## src/rtl/tps_map.svh

```systemverilog
/*
   Register offsets, field positions, reset values and timing counts of the timer
   prescaler block.
   Assumes a 32-bit APB slave with byte addresses and one aligned word per register.
*/
`ifndef TPS_MAP_SVH
`define TPS_MAP_SVH

// Register byte offsets.
`define TPS_OFF_COUNT 8'h00
`define TPS_OFF_CONFIG 8'h04
`define TPS_OFF_WDCLR 8'h08
`define TPS_OFF_STATUS 8'h0C

// Configuration field positions.
`define TPS_CFG_RATIO_LSB 0
`define TPS_CFG_RATIO_MSB 2
`define TPS_CFG_ASSIGN_BIT 3
`define TPS_CFG_EDGE_BIT 4
`define TPS_CFG_SRC_BIT 5
`define TPS_CFG_WIDTH 6

// Watchdog clear command bit.
`define TPS_WDCLR_BIT 0

// Reset values.
`define TPS_CFG_RESET 6'h3F
`define TPS_COUNT_RESET 8'h00
`define TPS_PRESCALE_RESET 8'h00

// Timing counts, in instruction cycles and oscillator periods.
`define TPS_INHIBIT_CYCLES 2'h2
`define TPS_OSC_PERIOD_NS 20
`define TPS_PHASES_PER_CYCLE 4

`endif

```

## src/rtl/tps_pkg.sv

```systemverilog
/*
   Types and shared functions of the timer prescaler block.
   Uses literal numbers only; no constant of tps_map.svh is used here.
*/
package tps_pkg;

   typedef enum logic [1:0] {
      TPS_Q1 = 2'b00,
      TPS_Q2 = 2'b01,
      TPS_Q3 = 2'b10,
      TPS_Q4 = 2'b11
   } tps_phase_t;

   // Mask of the scaler bits below the selected ratio bit.
   function automatic logic [7:0] tps_low_mask(input logic [2:0] ratio);
      tps_low_mask = 8'h00;
      for (int i = 0; i < 8; i++) begin
         if (i < int'(ratio)) begin
            tps_low_mask[i] = 1'b1;
         end
      end
   endfunction : tps_low_mask

endpackage : tps_pkg

```

## src/rtl/tps_sync2.sv

```systemverilog
/*
   Two flip-flop level synchroniser for one pin input.
   Assumes the input is asynchronous to ref_clk; only the second stage is read.
*/
`timescale 1ns/100ps
module tps_sync2 (
   // Clock and reset.
   input wire logic ref_clk,
   input wire logic nrst,
   // Level in and out.
   input wire logic din,
   output logic dout
);
   logic stage1;

   always_ff @(posedge ref_clk or negedge nrst) begin
      if (!nrst) begin
         stage1 <= 1'b0;
         dout <= 1'b0;
      end else begin
         stage1 <= din;
         dout <= stage1;
      end
   end
endmodule : tps_sync2

```

## src/rtl/tps_scaler.sv

```systemverilog
/*
   Shared 8-bit prescaler counter with divided output and postscale tick.
   Assumes advance and clear are one-cycle pulses on ref_clk.
*/
`timescale 1ns/100ps
`include "tps_map.svh"
module tps_scaler #(
   parameter int WIDTH = 8
) (
   // Clock and reset.
   input wire logic ref_clk,
   input wire logic nrst,
   // Control.
   input wire logic clear,
   input wire logic advance,
   input wire logic [2:0] ratio,
   // Results.
   output logic div_out,
   output logic tick
);
   logic [WIDTH-1:0] cnt;
   logic [7:0] mask;

   // The count is hidden from software and zero after reset.
   always_ff @(posedge ref_clk or negedge nrst) begin
      if (!nrst) begin
         cnt <= WIDTH'(`TPS_PRESCALE_RESET);
      end else if (clear) begin
         cnt <= '0;
      end else if (advance) begin
         cnt <= cnt + 1'b1;
      end
   end

   always_comb begin
      mask = tps_pkg::tps_low_mask(ratio);
      div_out = cnt[ratio];
      tick = advance && ((cnt[7:0] & mask) == mask);
   end
endmodule : tps_scaler

```

## src/rtl/tps_timer.sv

```systemverilog
/*
   Timer/counter with external count input and shared prescaler, APB register access.
   Assumes an APB master on ref_clk, an asynchronous count pin, and a watchdog that
   supplies a base tick on ref_clk and takes a clear pulse and timeout tick.
*/
// Our own choices: the register addresses and the APB slave port.
// How it works
// - With watchdog assignment the count input goes straight to the sampler.
// - The prescaler output is sampled in the second and fourth phases.
// - With timer assignment the input is divided so the output is symmetrical.
// - The count increments three to six oscillator periods after an input change.
// - One 8-bit counter scales either the timer or the watchdog, never both.
// - Assignment and ratio come from the low four configuration bits.
// - With timer assignment every count register write clears the prescaler.
// - With watchdog assignment the watchdog clear also clears the prescaler.
// - The prescaler is hidden from software and zero after any reset.
// - The assignment may change at any time without stopping the timer.
// - A cleared assignment bit selects the timer, ratios 1:2 to 1:256.
// - Timer mode counts each instruction cycle; writes inhibit two cycles.
// - Counter mode counts input edges; the edge bit selects rising or falling.
`timescale 1ns/100ps
`include "tps_map.svh"
module tps_timer (
   // Clock and reset.
   input wire logic ref_clk,
   input wire logic nrst,
   // APB slave.
   input wire logic psel,
   input wire logic penable,
   input wire logic pwrite,
   input wire logic [7:0] paddr,
   input wire logic [31:0] pwdata,
   output logic [31:0] prdata,
   output logic pready,
   output logic pslverr,
   // External count pin.
   input wire logic ext_count_input,
   // Watchdog side.
   input wire logic wdt_base_tick,
   output logic watchdog_clear_instr,
   output logic wdt_timeout_tick
);
   tps_pkg::tps_phase_t phase;
   tps_pkg::tps_phase_t next_phase;
   logic [7:0] count_register;
   logic [`TPS_CFG_WIDTH-1:0] config_reg;
   logic [1:0] inhibit;
   logic ext_sync;
   logic ext_lvl;
   logic ext_lvl_d;
   logic ext_edge;
   logic sample;
   logic inc_pulse;
   logic setup;
   logic wr_access;
   logic wr_count;
   logic wr_config;
   logic wr_wdclr;
   logic mapped;
   logic prescaler_assign_select;
   logic [2:0] prescale_ratio_field;
   logic count_source_select;
   logic count_edge_select;
   logic is_q2_q4;
   logic scale_clear;
   logic scale_advance;
   logic scale_div;
   logic scale_tick;
   logic pre_out;
   logic use_sampler;
   logic wd_clear_cmd;

   // Configuration fields.
   assign prescaler_assign_select = config_reg[`TPS_CFG_ASSIGN_BIT];
   assign prescale_ratio_field = config_reg[`TPS_CFG_RATIO_MSB:`TPS_CFG_RATIO_LSB];
   assign count_source_select = config_reg[`TPS_CFG_SRC_BIT];
   assign count_edge_select = config_reg[`TPS_CFG_EDGE_BIT];

   // Bus decode; the slave always answers in the access phase.
   assign pready = 1'b1;
   assign setup = psel && !penable;
   assign wr_access = psel && penable && pwrite;
   assign wr_count = wr_access && (paddr == `TPS_OFF_COUNT);
   assign wr_config = wr_access && (paddr == `TPS_OFF_CONFIG);
   assign wr_wdclr = wr_access && (paddr == `TPS_OFF_WDCLR);
   assign wd_clear_cmd = wr_wdclr && pwdata[`TPS_WDCLR_BIT];

   always_comb begin
      case (paddr)
         `TPS_OFF_COUNT: mapped = 1'b1;
         `TPS_OFF_CONFIG: mapped = 1'b1;
         `TPS_OFF_WDCLR: mapped = 1'b1;
         `TPS_OFF_STATUS: mapped = 1'b1;
         default: mapped = 1'b0;
      endcase
   end

   assign pslverr = psel && penable && !mapped;

   // Read data is captured in the setup cycle and stands through the access phase.
   always_ff @(posedge ref_clk or negedge nrst) begin
      if (!nrst) begin
         prdata <= 32'h0000_0000;
      end else if (setup && !pwrite) begin
         case (paddr)
            `TPS_OFF_COUNT: prdata <= {24'h00_0000, count_register};
            `TPS_OFF_CONFIG: prdata <= {26'h000_0000, config_reg};
            `TPS_OFF_STATUS: prdata <= {26'h000_0000, inhibit, sample, 1'b0, phase};
            default: prdata <= 32'h0000_0000;
         endcase
      end
   end

   // Configuration register; writes take effect at once, the timer keeps running.
   always_ff @(posedge ref_clk or negedge nrst) begin
      if (!nrst) begin
         config_reg <= `TPS_CFG_RESET;
      end else if (wr_config) begin
         config_reg <= pwdata[`TPS_CFG_WIDTH-1:0];
      end
   end

   // Watchdog clear pulse towards the watchdog counter.
   always_ff @(posedge ref_clk or negedge nrst) begin
      if (!nrst) begin
         watchdog_clear_instr <= 1'b0;
      end else begin
         watchdog_clear_instr <= wd_clear_cmd;
      end
   end

   // Phase sequencer: each phase lasts one oscillator period.
   always_comb begin
      case (phase)
         tps_pkg::TPS_Q1: next_phase = tps_pkg::TPS_Q2;
         tps_pkg::TPS_Q2: next_phase = tps_pkg::TPS_Q3;
         tps_pkg::TPS_Q3: next_phase = tps_pkg::TPS_Q4;
         tps_pkg::TPS_Q4: next_phase = tps_pkg::TPS_Q1;
         default: next_phase = tps_pkg::TPS_Q1;
      endcase
   end

   always_ff @(posedge ref_clk or negedge nrst) begin
      if (!nrst) begin
         phase <= tps_pkg::TPS_Q1;
      end else begin
         phase <= next_phase;
      end
   end

   assign is_q2_q4 = (phase == tps_pkg::TPS_Q2) || (phase == tps_pkg::TPS_Q4);

   // Pin synchroniser; edge selection inverts the level for falling edges.
   tps_sync2 u_sync (
      .ref_clk(ref_clk),
      .nrst(nrst),
      .din(ext_count_input),
      .dout(ext_sync)
   );

   assign ext_lvl = ext_sync ^ count_edge_select;

   // The reset configuration selects falling edges, so an idle low pin reads as a high level.
   always_ff @(posedge ref_clk or negedge nrst) begin
      if (!nrst) begin
         ext_lvl_d <= 1'b1;
      end else begin
         ext_lvl_d <= ext_lvl;
      end
   end

   assign ext_edge = ext_lvl && !ext_lvl_d;

   // Prescaler steering: the single counter serves the timer or the watchdog.
   always_comb begin
      scale_clear = 1'b0;
      scale_advance = 1'b0;
      if (!prescaler_assign_select) begin
         scale_clear = wr_count;
         if (count_source_select) begin
            scale_advance = ext_edge;
         end else begin
            scale_advance = (phase == tps_pkg::TPS_Q4);
         end
      end else begin
         scale_clear = wd_clear_cmd;
         scale_advance = wdt_base_tick;
      end
   end

   tps_scaler #(
      .WIDTH(8)
   ) u_scaler (
      .ref_clk(ref_clk),
      .nrst(nrst),
      .clear(scale_clear),
      .advance(scale_advance),
      .ratio(prescale_ratio_field),
      .div_out(scale_div),
      .tick(scale_tick)
   );

   // Watchdog timeout: postscaled when assigned, otherwise undivided.
   always_ff @(posedge ref_clk or negedge nrst) begin
      if (!nrst) begin
         wdt_timeout_tick <= 1'b0;
      end else if (prescaler_assign_select) begin
         wdt_timeout_tick <= scale_tick;
      end else begin
         wdt_timeout_tick <= wdt_base_tick;
      end
   end

   // Signal that the sampler watches.
   always_comb begin
      use_sampler = 1'b1;
      pre_out = 1'b0;
      if (count_source_select) begin
         if (prescaler_assign_select) begin
            pre_out = ext_lvl;
         end else begin
            pre_out = scale_div;
         end
      end else if (!prescaler_assign_select) begin
         pre_out = scale_div;
      end else begin
         use_sampler = 1'b0;
      end
   end

   // Sampler and increment request; a rising sample queues one increment.
   always_ff @(posedge ref_clk or negedge nrst) begin
      if (!nrst) begin
         sample <= 1'b1;
      end else if (is_q2_q4) begin
         sample <= pre_out;
      end
   end

   always_ff @(posedge ref_clk or negedge nrst) begin
      if (!nrst) begin
         inc_pulse <= 1'b0;
      end else if (use_sampler) begin
         inc_pulse <= is_q2_q4 && pre_out && !sample && (inhibit == 2'h0);
      end else begin
         inc_pulse <= (phase == tps_pkg::TPS_Q4) && (inhibit == 2'h0);
      end
   end

   // Increment inhibit after a count write, counted in instruction cycles.
   always_ff @(posedge ref_clk or negedge nrst) begin
      if (!nrst) begin
         inhibit <= 2'h0;
      end else if (wr_count) begin
         inhibit <= `TPS_INHIBIT_CYCLES;
      end else if ((phase == tps_pkg::TPS_Q4) && (inhibit != 2'h0)) begin
         inhibit <= inhibit - 2'h1;
      end
   end

   // Count register: a write wins over a pending increment.
   always_ff @(posedge ref_clk or negedge nrst) begin
      if (!nrst) begin
         count_register <= `TPS_COUNT_RESET;
      end else if (wr_count) begin
         count_register <= pwdata[7:0];
      end else if (inc_pulse) begin
         count_register <= count_register + 8'h01;
      end
   end

endmodule : tps_timer

```

## config.mk

```make
export PLATFORM = sky130hd
export DESIGN_NAME = tps_timer
export DESIGN_NICKNAME = d
export VERILOG_FILES = /design/src/rtl/tps_pkg.sv /design/src/rtl/tps_sync2.sv /design/src/rtl/tps_scaler.sv /design/src/rtl/tps_timer.sv
export VERILOG_INCLUDE_DIRS = /design/src /design/src/rtl
export SDC_FILE = /design/constraint.sdc
export NUM_CORES = 1
export LEC_CHECK = 0
export ABC_AREA = 1
export BUFFER_PORTS_ARGS = -buffer_cell sky130_fd_sc_hd__buf_2
export CORE_MARGIN = 2
export CORE_UTILIZATION = 35
export DETAILED_ROUTE_END_ITERATION = 12
export PLACE_DENSITY = 0.62
export SLEW_MARGIN = 20
export SYNTH_ARGS = -nofsm -noshare
export SYNTH_HDL_FRONTEND = slang
export SYNTH_HIERARCHICAL = 1
export SYNTH_SLANG_ARGS = --single-unit
```

## constraint.sdc

```tcl
create_clock -name ref_clk -period 2.3 [get_ports ref_clk]
set_input_delay 0.345 -clock ref_clk [delete_from_list [all_inputs] [get_ports ref_clk]]
set_output_delay 0.345 -clock ref_clk [all_outputs]
set_load 0.02 [all_outputs]
```

==> results of run 1 <==
-- layout by cell type (no fill, tap or decap), drive strengths merged --
cell type / Yosys / final
nand2: 97 / 97
and2: 1 / 1
nand4: 4 / 4
clkbuf: 0 / 7
buf: 30 / 38
xor2: 4 / 4
nor4: 1 / 1
ha: 7 / 7
nor2: 32 / 32
inv: 41 / 41
o21ai: 10 / 10
mux2: 1 / 1
o21bai: 1 / 1
bufinv: 0 / 1
nand3: 51 / 51
o21a: 1 / 1
xnor2: 1 / 1
dfstp: 8 / 8
a21oi: 12 / 12
conb: 2 / 25
nand3b: 4 / 4
or2: 1 / 1
nor3: 6 / 6
a22o: 1 / 1
dfrtp: 33 / 33
-- worst max-delay path: cells and delay by family, from the launching register on --
kind            cells  cell delay, ns
compound gates      1            0.18
buf+inv             1            0.06
flops               1            0.56
simple gates        8            1.01
-- through the flow --
step | area (sq um) | utilization, % | instances | worst slack, ns
detailed placement | 2830 | 38.9 | 479 | 0.389
CTS | 2950 | 40.5 | 487 | 0.365
floorplan | 2740 | - | 372 | 0.582
global route | 2950 | 40.5 | 487 | 0.214
finish | 2950 | 40.5 | 487 | 0.391
global placement | 2830 | 38.9 | 479 | 0.410
-- layout make-up --
| type | instances | area, sq um | area share, % |
|---|---|---|---|
| flip-flops and latches | 41 | 1040 | 35.1 |
| multi-input cells | 260 | 1320 | 44.7 |
| clock inverters | 1 | 30.0 | 1.02 |
| well taps | 99 | 124 | 4.20 |
| inverters | 41 | 154 | 5.22 |
| repair buffers | 38 | 203 | 6.87 |
| clock buffers | 7 | 86.3 | 2.93 |
-- how the worst max path moves through the flow --
stage                        from          endpoint  slack, ns
floorplan                paddr[7]   u_scaler/cnt[5]       0.58
global placement    config_reg[4]  wdt_timeout_tick       0.41
detailed placement  config_reg[4]  wdt_timeout_tick       0.39
CTS                 config_reg[4]  wdt_timeout_tick       0.37
global route        config_reg[4]  wdt_timeout_tick       0.21
finish              config_reg[4]   u_scaler/cnt[5]       0.39
-- power by group --
group          switching, mW  internal, mW  leakage (nW)  total [mW]
registers              0.191         0.868         0.498        1.06
clock network          0.242         0.354        0.0585       0.595
logic                  0.325         0.218          1.06       0.543
total                  0.757          1.44          1.62        2.20
-- routing by layer --
layer	vias to the layer above	track usage [%]	share of wire [%]
li1	1139	-	-
met1	1029	19.1	49
met2	52	23.1	46
met3	7	2.57	4.0
met4	0	4.55	1.4
met5	-	0	0
-- logic make-up (layout without fill, tap and decap cells) --
logic type / count (synthesis) / after routing / synth area share, %
and+or+nand+nor: 197 / 197 / 35.5
buffers and inverters: 71 / 87 / 14.4
DFF: 41 / 41 / 39.1
AOI/OAI and AO/OA: 25 / 25 / 5.34
adders and majority gates: 7 / 7 / 3.31
xor gates and xnor gates: 5 / 5 / 1.65
other: 2 / 25 / 0.284
muxes: 1 / 1 / 0.425
==> flow_metrics.py, run 1 <==
metrics = {
    "global_route": {
        "grt_overflow_total": 0,
        "antenna_found_initial": 0,
        "grt_max_degree": 40,
        "grt_pass1_vias": 2073,
        "grt_pass1_wl_um": 9660,
        "grtUsageTotal_pct": 14.2,
    },
    "timing": {
        "fin_tns_setup_ns": 0,
        "drv_slew": 0,
        "finalCritPeriodShare_pct": 83.0,
        "rsz0062_at_grt": "no",
        "worst-slew-pin-transition_ns": 0.889,
        "fmax_ghz": 0.524,
        "finalHoldWorstSlack_ns": 0.165,
        "finalCriticalPeriod_ns": 1.91,
        "clock_skew_ns": 0.00442,
        "final_hold_viol_count": 0,
        "setup_viol": 0,
        "relSlewSlack_pct": 40.7,
    },
    "critical_path": {
        "crit_type": "reg2reg",
        "reg2reg_slack_ns": 0.39,
        "reg2reg_to": "u_scaler/cnt[5]",
        "startpoint_type": "flop",
        "path_max_fanout": 5,
        "path_cells": "inv_1 -> nand2_1 -> nand3_1 -> o21a_1 -> nor2_1 -> nor2_4 -> nor2_4 -> nand3b_1 -> nand2_1 -> nor2_2",
        "critPathCaptureType": "flop",
        "reg2reg_depth": 10,
        "critPathSlowestCell": "dfstp_2",
        "cp.required_ns": 2.48,
        "arrival_ns": 2.09,
        "crit_path_max_incr_delay_ns": 0.56,
        "regToRegStartpoint": "config_reg[4]",
    },
    "final_layout": {
        "drive_above_1_share_pct": 20.9,
        "syn_to_final_growth_pct": 11.4,
        "reg.largest.list": "count_register (8), prdata (8), u_scaler/cnt (8)",
        "fill_cells": 766,
        "fin_nets": 441,
        "diodes": 0,
    },
    "synth": {
        "ys_top_cells_by_area": "dfrtp_1, nand2_1, nand3_1",
        "postSynth.asyncResetShare_pct": 100,
        "ys.warnings.count": 6,
        "synth_area_sq_um": 2650,
        "yosys.area.top_type_share_pct": 31.2,
        "synth_edf_count": 0,
        "syn_area_per_cell_sq_um": 7.59,
        "synth_cell_types": 36,
        "ys_seq_area_share_pct": 39.1,
        "netlist_top_cells_count": "nand2_1, nand3_1, inv_1",
        "syn_inst": 349,
        "synth-seq-cells": 41,
        "synth_top_area_cell": "dfrtp_1",
        "post-synth-top-count-cell": "nand2_1",
        "ys.flop_type": "dfrtp_1",
    },
    "die": {
        "start_util_pct": 36.3,
        "ioPinCount": 83,
        "die_h_um": 91.0,
        "die_area_sq_um": 8280,
        "core_area_sq_um": 7290,
        "die_width_um": 91.0,
        "fp-row-count": 31,
    },
    "run": {
        "maxCapViolations": 0,
    },
    "worst_hold_path": {
        "holdPathEnd": "u_sync/stage1",
        "hold_depth": 1,
        "min_from": "ext_count_input",
        "min_path_type": "in2reg",
    },
    "placement": {
        "hpwl_um": 4180,
        "gp_congestion": 0.842,
        "io_buffers": 33,
    },
    "cts": {
        "clock-sinks": 41,
        "postCtsSetupRepairBufs": 0,
        "root_buffer": "clkbuf_8",
        "hold_buffers": 0,
        "clock_latency_ns": 0.29,
        "cts_tree": "done",
        "clock_path_buffers": 2,
        "cts_buffers": 5,
        "cts_resized": 0,
        "clkTransAtPathRegs_ns": 0.08,
        "htreeDepth": 2,
    },
    "drt": {
        "drt_iter0_markers": 168,
        "wire_per_inst_um": 11.2,
        "wl_um": 5450,
        "drtPass1Iterations": 6,
        "drc": 0,
        "ant_nets": 0,
        "vias": 2227,
        "via_per_inst": 4.57,
    },
    "pwr": {
        "leakage_nw": 1.62,
        "finalPower_mw": 2.20,
        "power.density_nw_per_um2": 745,
        "ir_drop_mv": 0.234,
    },
    "outcome": {
        "outcome": "finished clean",
    },
}
Note: power is estimated with default switching activity, not from simulation.
==> run 2: changes to the inputs <==
==> constraint.sdc (replaced) <==
create_clock -name ref_clk -period 1.8 [get_ports ref_clk]
set_input_delay 0.27 -clock ref_clk [delete_from_list [all_inputs] [get_ports ref_clk]]
set_output_delay 0.27 -clock ref_clk [all_outputs]
set_load 0.02 [all_outputs]
==> flow_metrics.py, run 2 (same netlist as run 1, synthesis figures left out) <==
metrics = {
    "outcome": {
        "outcome": "finished clean",
    },
    "timing": {
        "relSlewSlack_pct": 63.6,
        "setup_viol": 0,
        "finalCritPeriodShare_pct": 93.0,
        "finalCriticalPeriod_ns": 1.67,
        "final_hold_viol_count": 0,
        "drv_slew": 0,
        "worst-slew-pin-transition_ns": 0.547,
        "clock_skew_ns": 0.0100,
        "fmax_ghz": 0.597,
    },
    "placement": {
        "placed_area_sq_um": 2860,
        "io_buffers": 33,
        "hpwl_um": 4250,
        "gp_congestion": 0.824,
    },
    "cts": {
        "clkTransAtPathRegs_ns": 0.08,
        "clock_latency_ns": 0.30,
        "htreeDepth": 2,
        "clock_path_buffers": 2,
        "root_buffer": "clkbuf_8",
        "cts_tree": "done",
        "hold_buffers": 0,
        "clock-sinks": 41,
        "cts_buffers": 5,
    },
    "pwr": {
        "leakage_nw": 1.66,
        "finalPower_mw": 2.84,
        "power.density_nw_per_um2": 939,
        "ir_drop_mv": 0.306,
    },
    "critical_path": {
        "cp.required_ns": 2.03,
        "crit_type": "reg2reg",
        "critPathCaptureType": "flop",
        "path_max_fanout": 4,
        "startpoint_type": "flop",
        "regToRegStartpoint": "config_reg[4]",
        "arrival_ns": 1.91,
        "setup.worst_path.start": "config_reg[4]",
    },
    "drt": {
        "drtPass1Iterations": 5,
        "wl_um": 5690,
        "vias": 2278,
        "wire_per_inst_um": 11.5,
        "ant_nets": 0,
        "via_per_inst": 4.60,
        "drt_iter0_markers": 195,
        "drc": 0,
    },
    "global_route": {
        "grt_max_degree": 42,
        "grt_pass1_vias": 2159,
        "antenna_found_initial": 0,
        "grt_pass1_wl_um": 10000,
        "grtUsageTotal_pct": 14.8,
        "grt_overflow_total": 0,
    },
    "final_layout": {
        "final_cell_mix": "nand2_1, nand3_1, inv_1",
        "fill_cells": 782,
        "reg.largest.list": "count_register (8), prdata (8), u_scaler/cnt (8)",
        "fin_nets": 449,
        "final_common_cell": "nand2_1",
        "stdcell_area_sq_um": 3030,
        "regArea_sq_um": 1040,
        "multi_input_area_sq_um": 1330,
        "syn_to_final_growth_pct": 14.2,
        "diodes": 0,
        "drive_above_1_share_pct": 23.7,
    },
    "die": {
        "ioPinCount": 83,
        "die_width_um": 91.0,
        "core_area_sq_um": 7290,
        "start_util_pct": 36.3,
        "die_area_sq_um": 8280,
        "die_h_um": 91.0,
        "fp-row-count": 31,
    },
    "worst_hold_path": {
        "min_path_type": "in2async",
    },
    "run": {
        "maxCapViolations": 0,
    },
}
[run 2: changes by cell type in the layout (fill, tap and decap cells not counted), sizes merged]
cell      delta
buf          +8
clkbuf       -1
clkinvlp     +1
[run 2: final timing paths]
kind                                              to  slack (ns)  depth (start not counted)
worst max-delay path                wdt_timeout_tick        0.13                         12
worst min-delay path                wdt_timeout_tick        0.03                          2
worst max register to register      wdt_timeout_tick        0.13                         12
worst min register to register           u_sync/dout        0.35                          0
max in group asynchronous       watchdog_clear_instr        1.38                          2
min in group ref_clk                   u_sync/stage1        0.08                          1
[run 2: power by group]
group          internal, mW  switching (mW)  leakage [nW]
Combinational         0.285           0.428          1.10
Clock                 0.451           0.323        0.0574
Sequential             1.11           0.245         0.498
[run 2: timing repair]
item	4_1_cts	5_1_grt
gates resized for setup	0	4
setup endpoints to repair	0	6
setup buffers	0	5
[run 2: critical path: stages, from the launching register on]
cell and delay [ns]:
dfstp_2 0.54, inv_2 0.04, nand2_2 0.06, nand3_2 0.06, o21a_1 0.17, nor2_1 0.09
buf_4 0.16, inv_2 0.06, a21oi_2 0.10, nand3_1 0.10, nor2_1 0.11, nand2_1 0.05
nand2_1 0.06
[run 2: per-layer routing]
metal | vias up | share of wire (%) | track usage [%]
met5 | - | 0 | 0
met3 | 7 | 4.4 | 2.57
met1 | 1059 | 47 | 20.6
li1 | 1155 | - | -
met2 | 57 | 47 | 23.3
met4 | 0 | 1.4 | 4.80
[run 2: layout make-up]
class	instances	share of cell area, %
Multi-Input combinational cell	260	43.9
Sequential cell	41	34.2
Timing Repair Buffer	46	8.68
Inverter	41	5.09
Tap cell	99	4.09
Clock buffer	6	2.73
Clock inverter	2	1.24
[run 2: per-stage QoR]
step / setup TNS (ns) / util, % / setup slack, ns / hold slack, ns / cells
global route: -0.00449 / 41.5 / -0.00449 / 0.0758 / 495
floorplan: 0 / - / 0.0997 / -0.0256 / 372
detailed placement: 0 / 39.2 / 0.0813 / 0.338 / 482
finish: 0 / 41.5 / 0.125 / 0.0333 / 495
CTS: 0 / 40.8 / 0.0476 / 0.0488 / 490
global placement: 0 / 39.2 / 0.0662 / 0.335 / 482
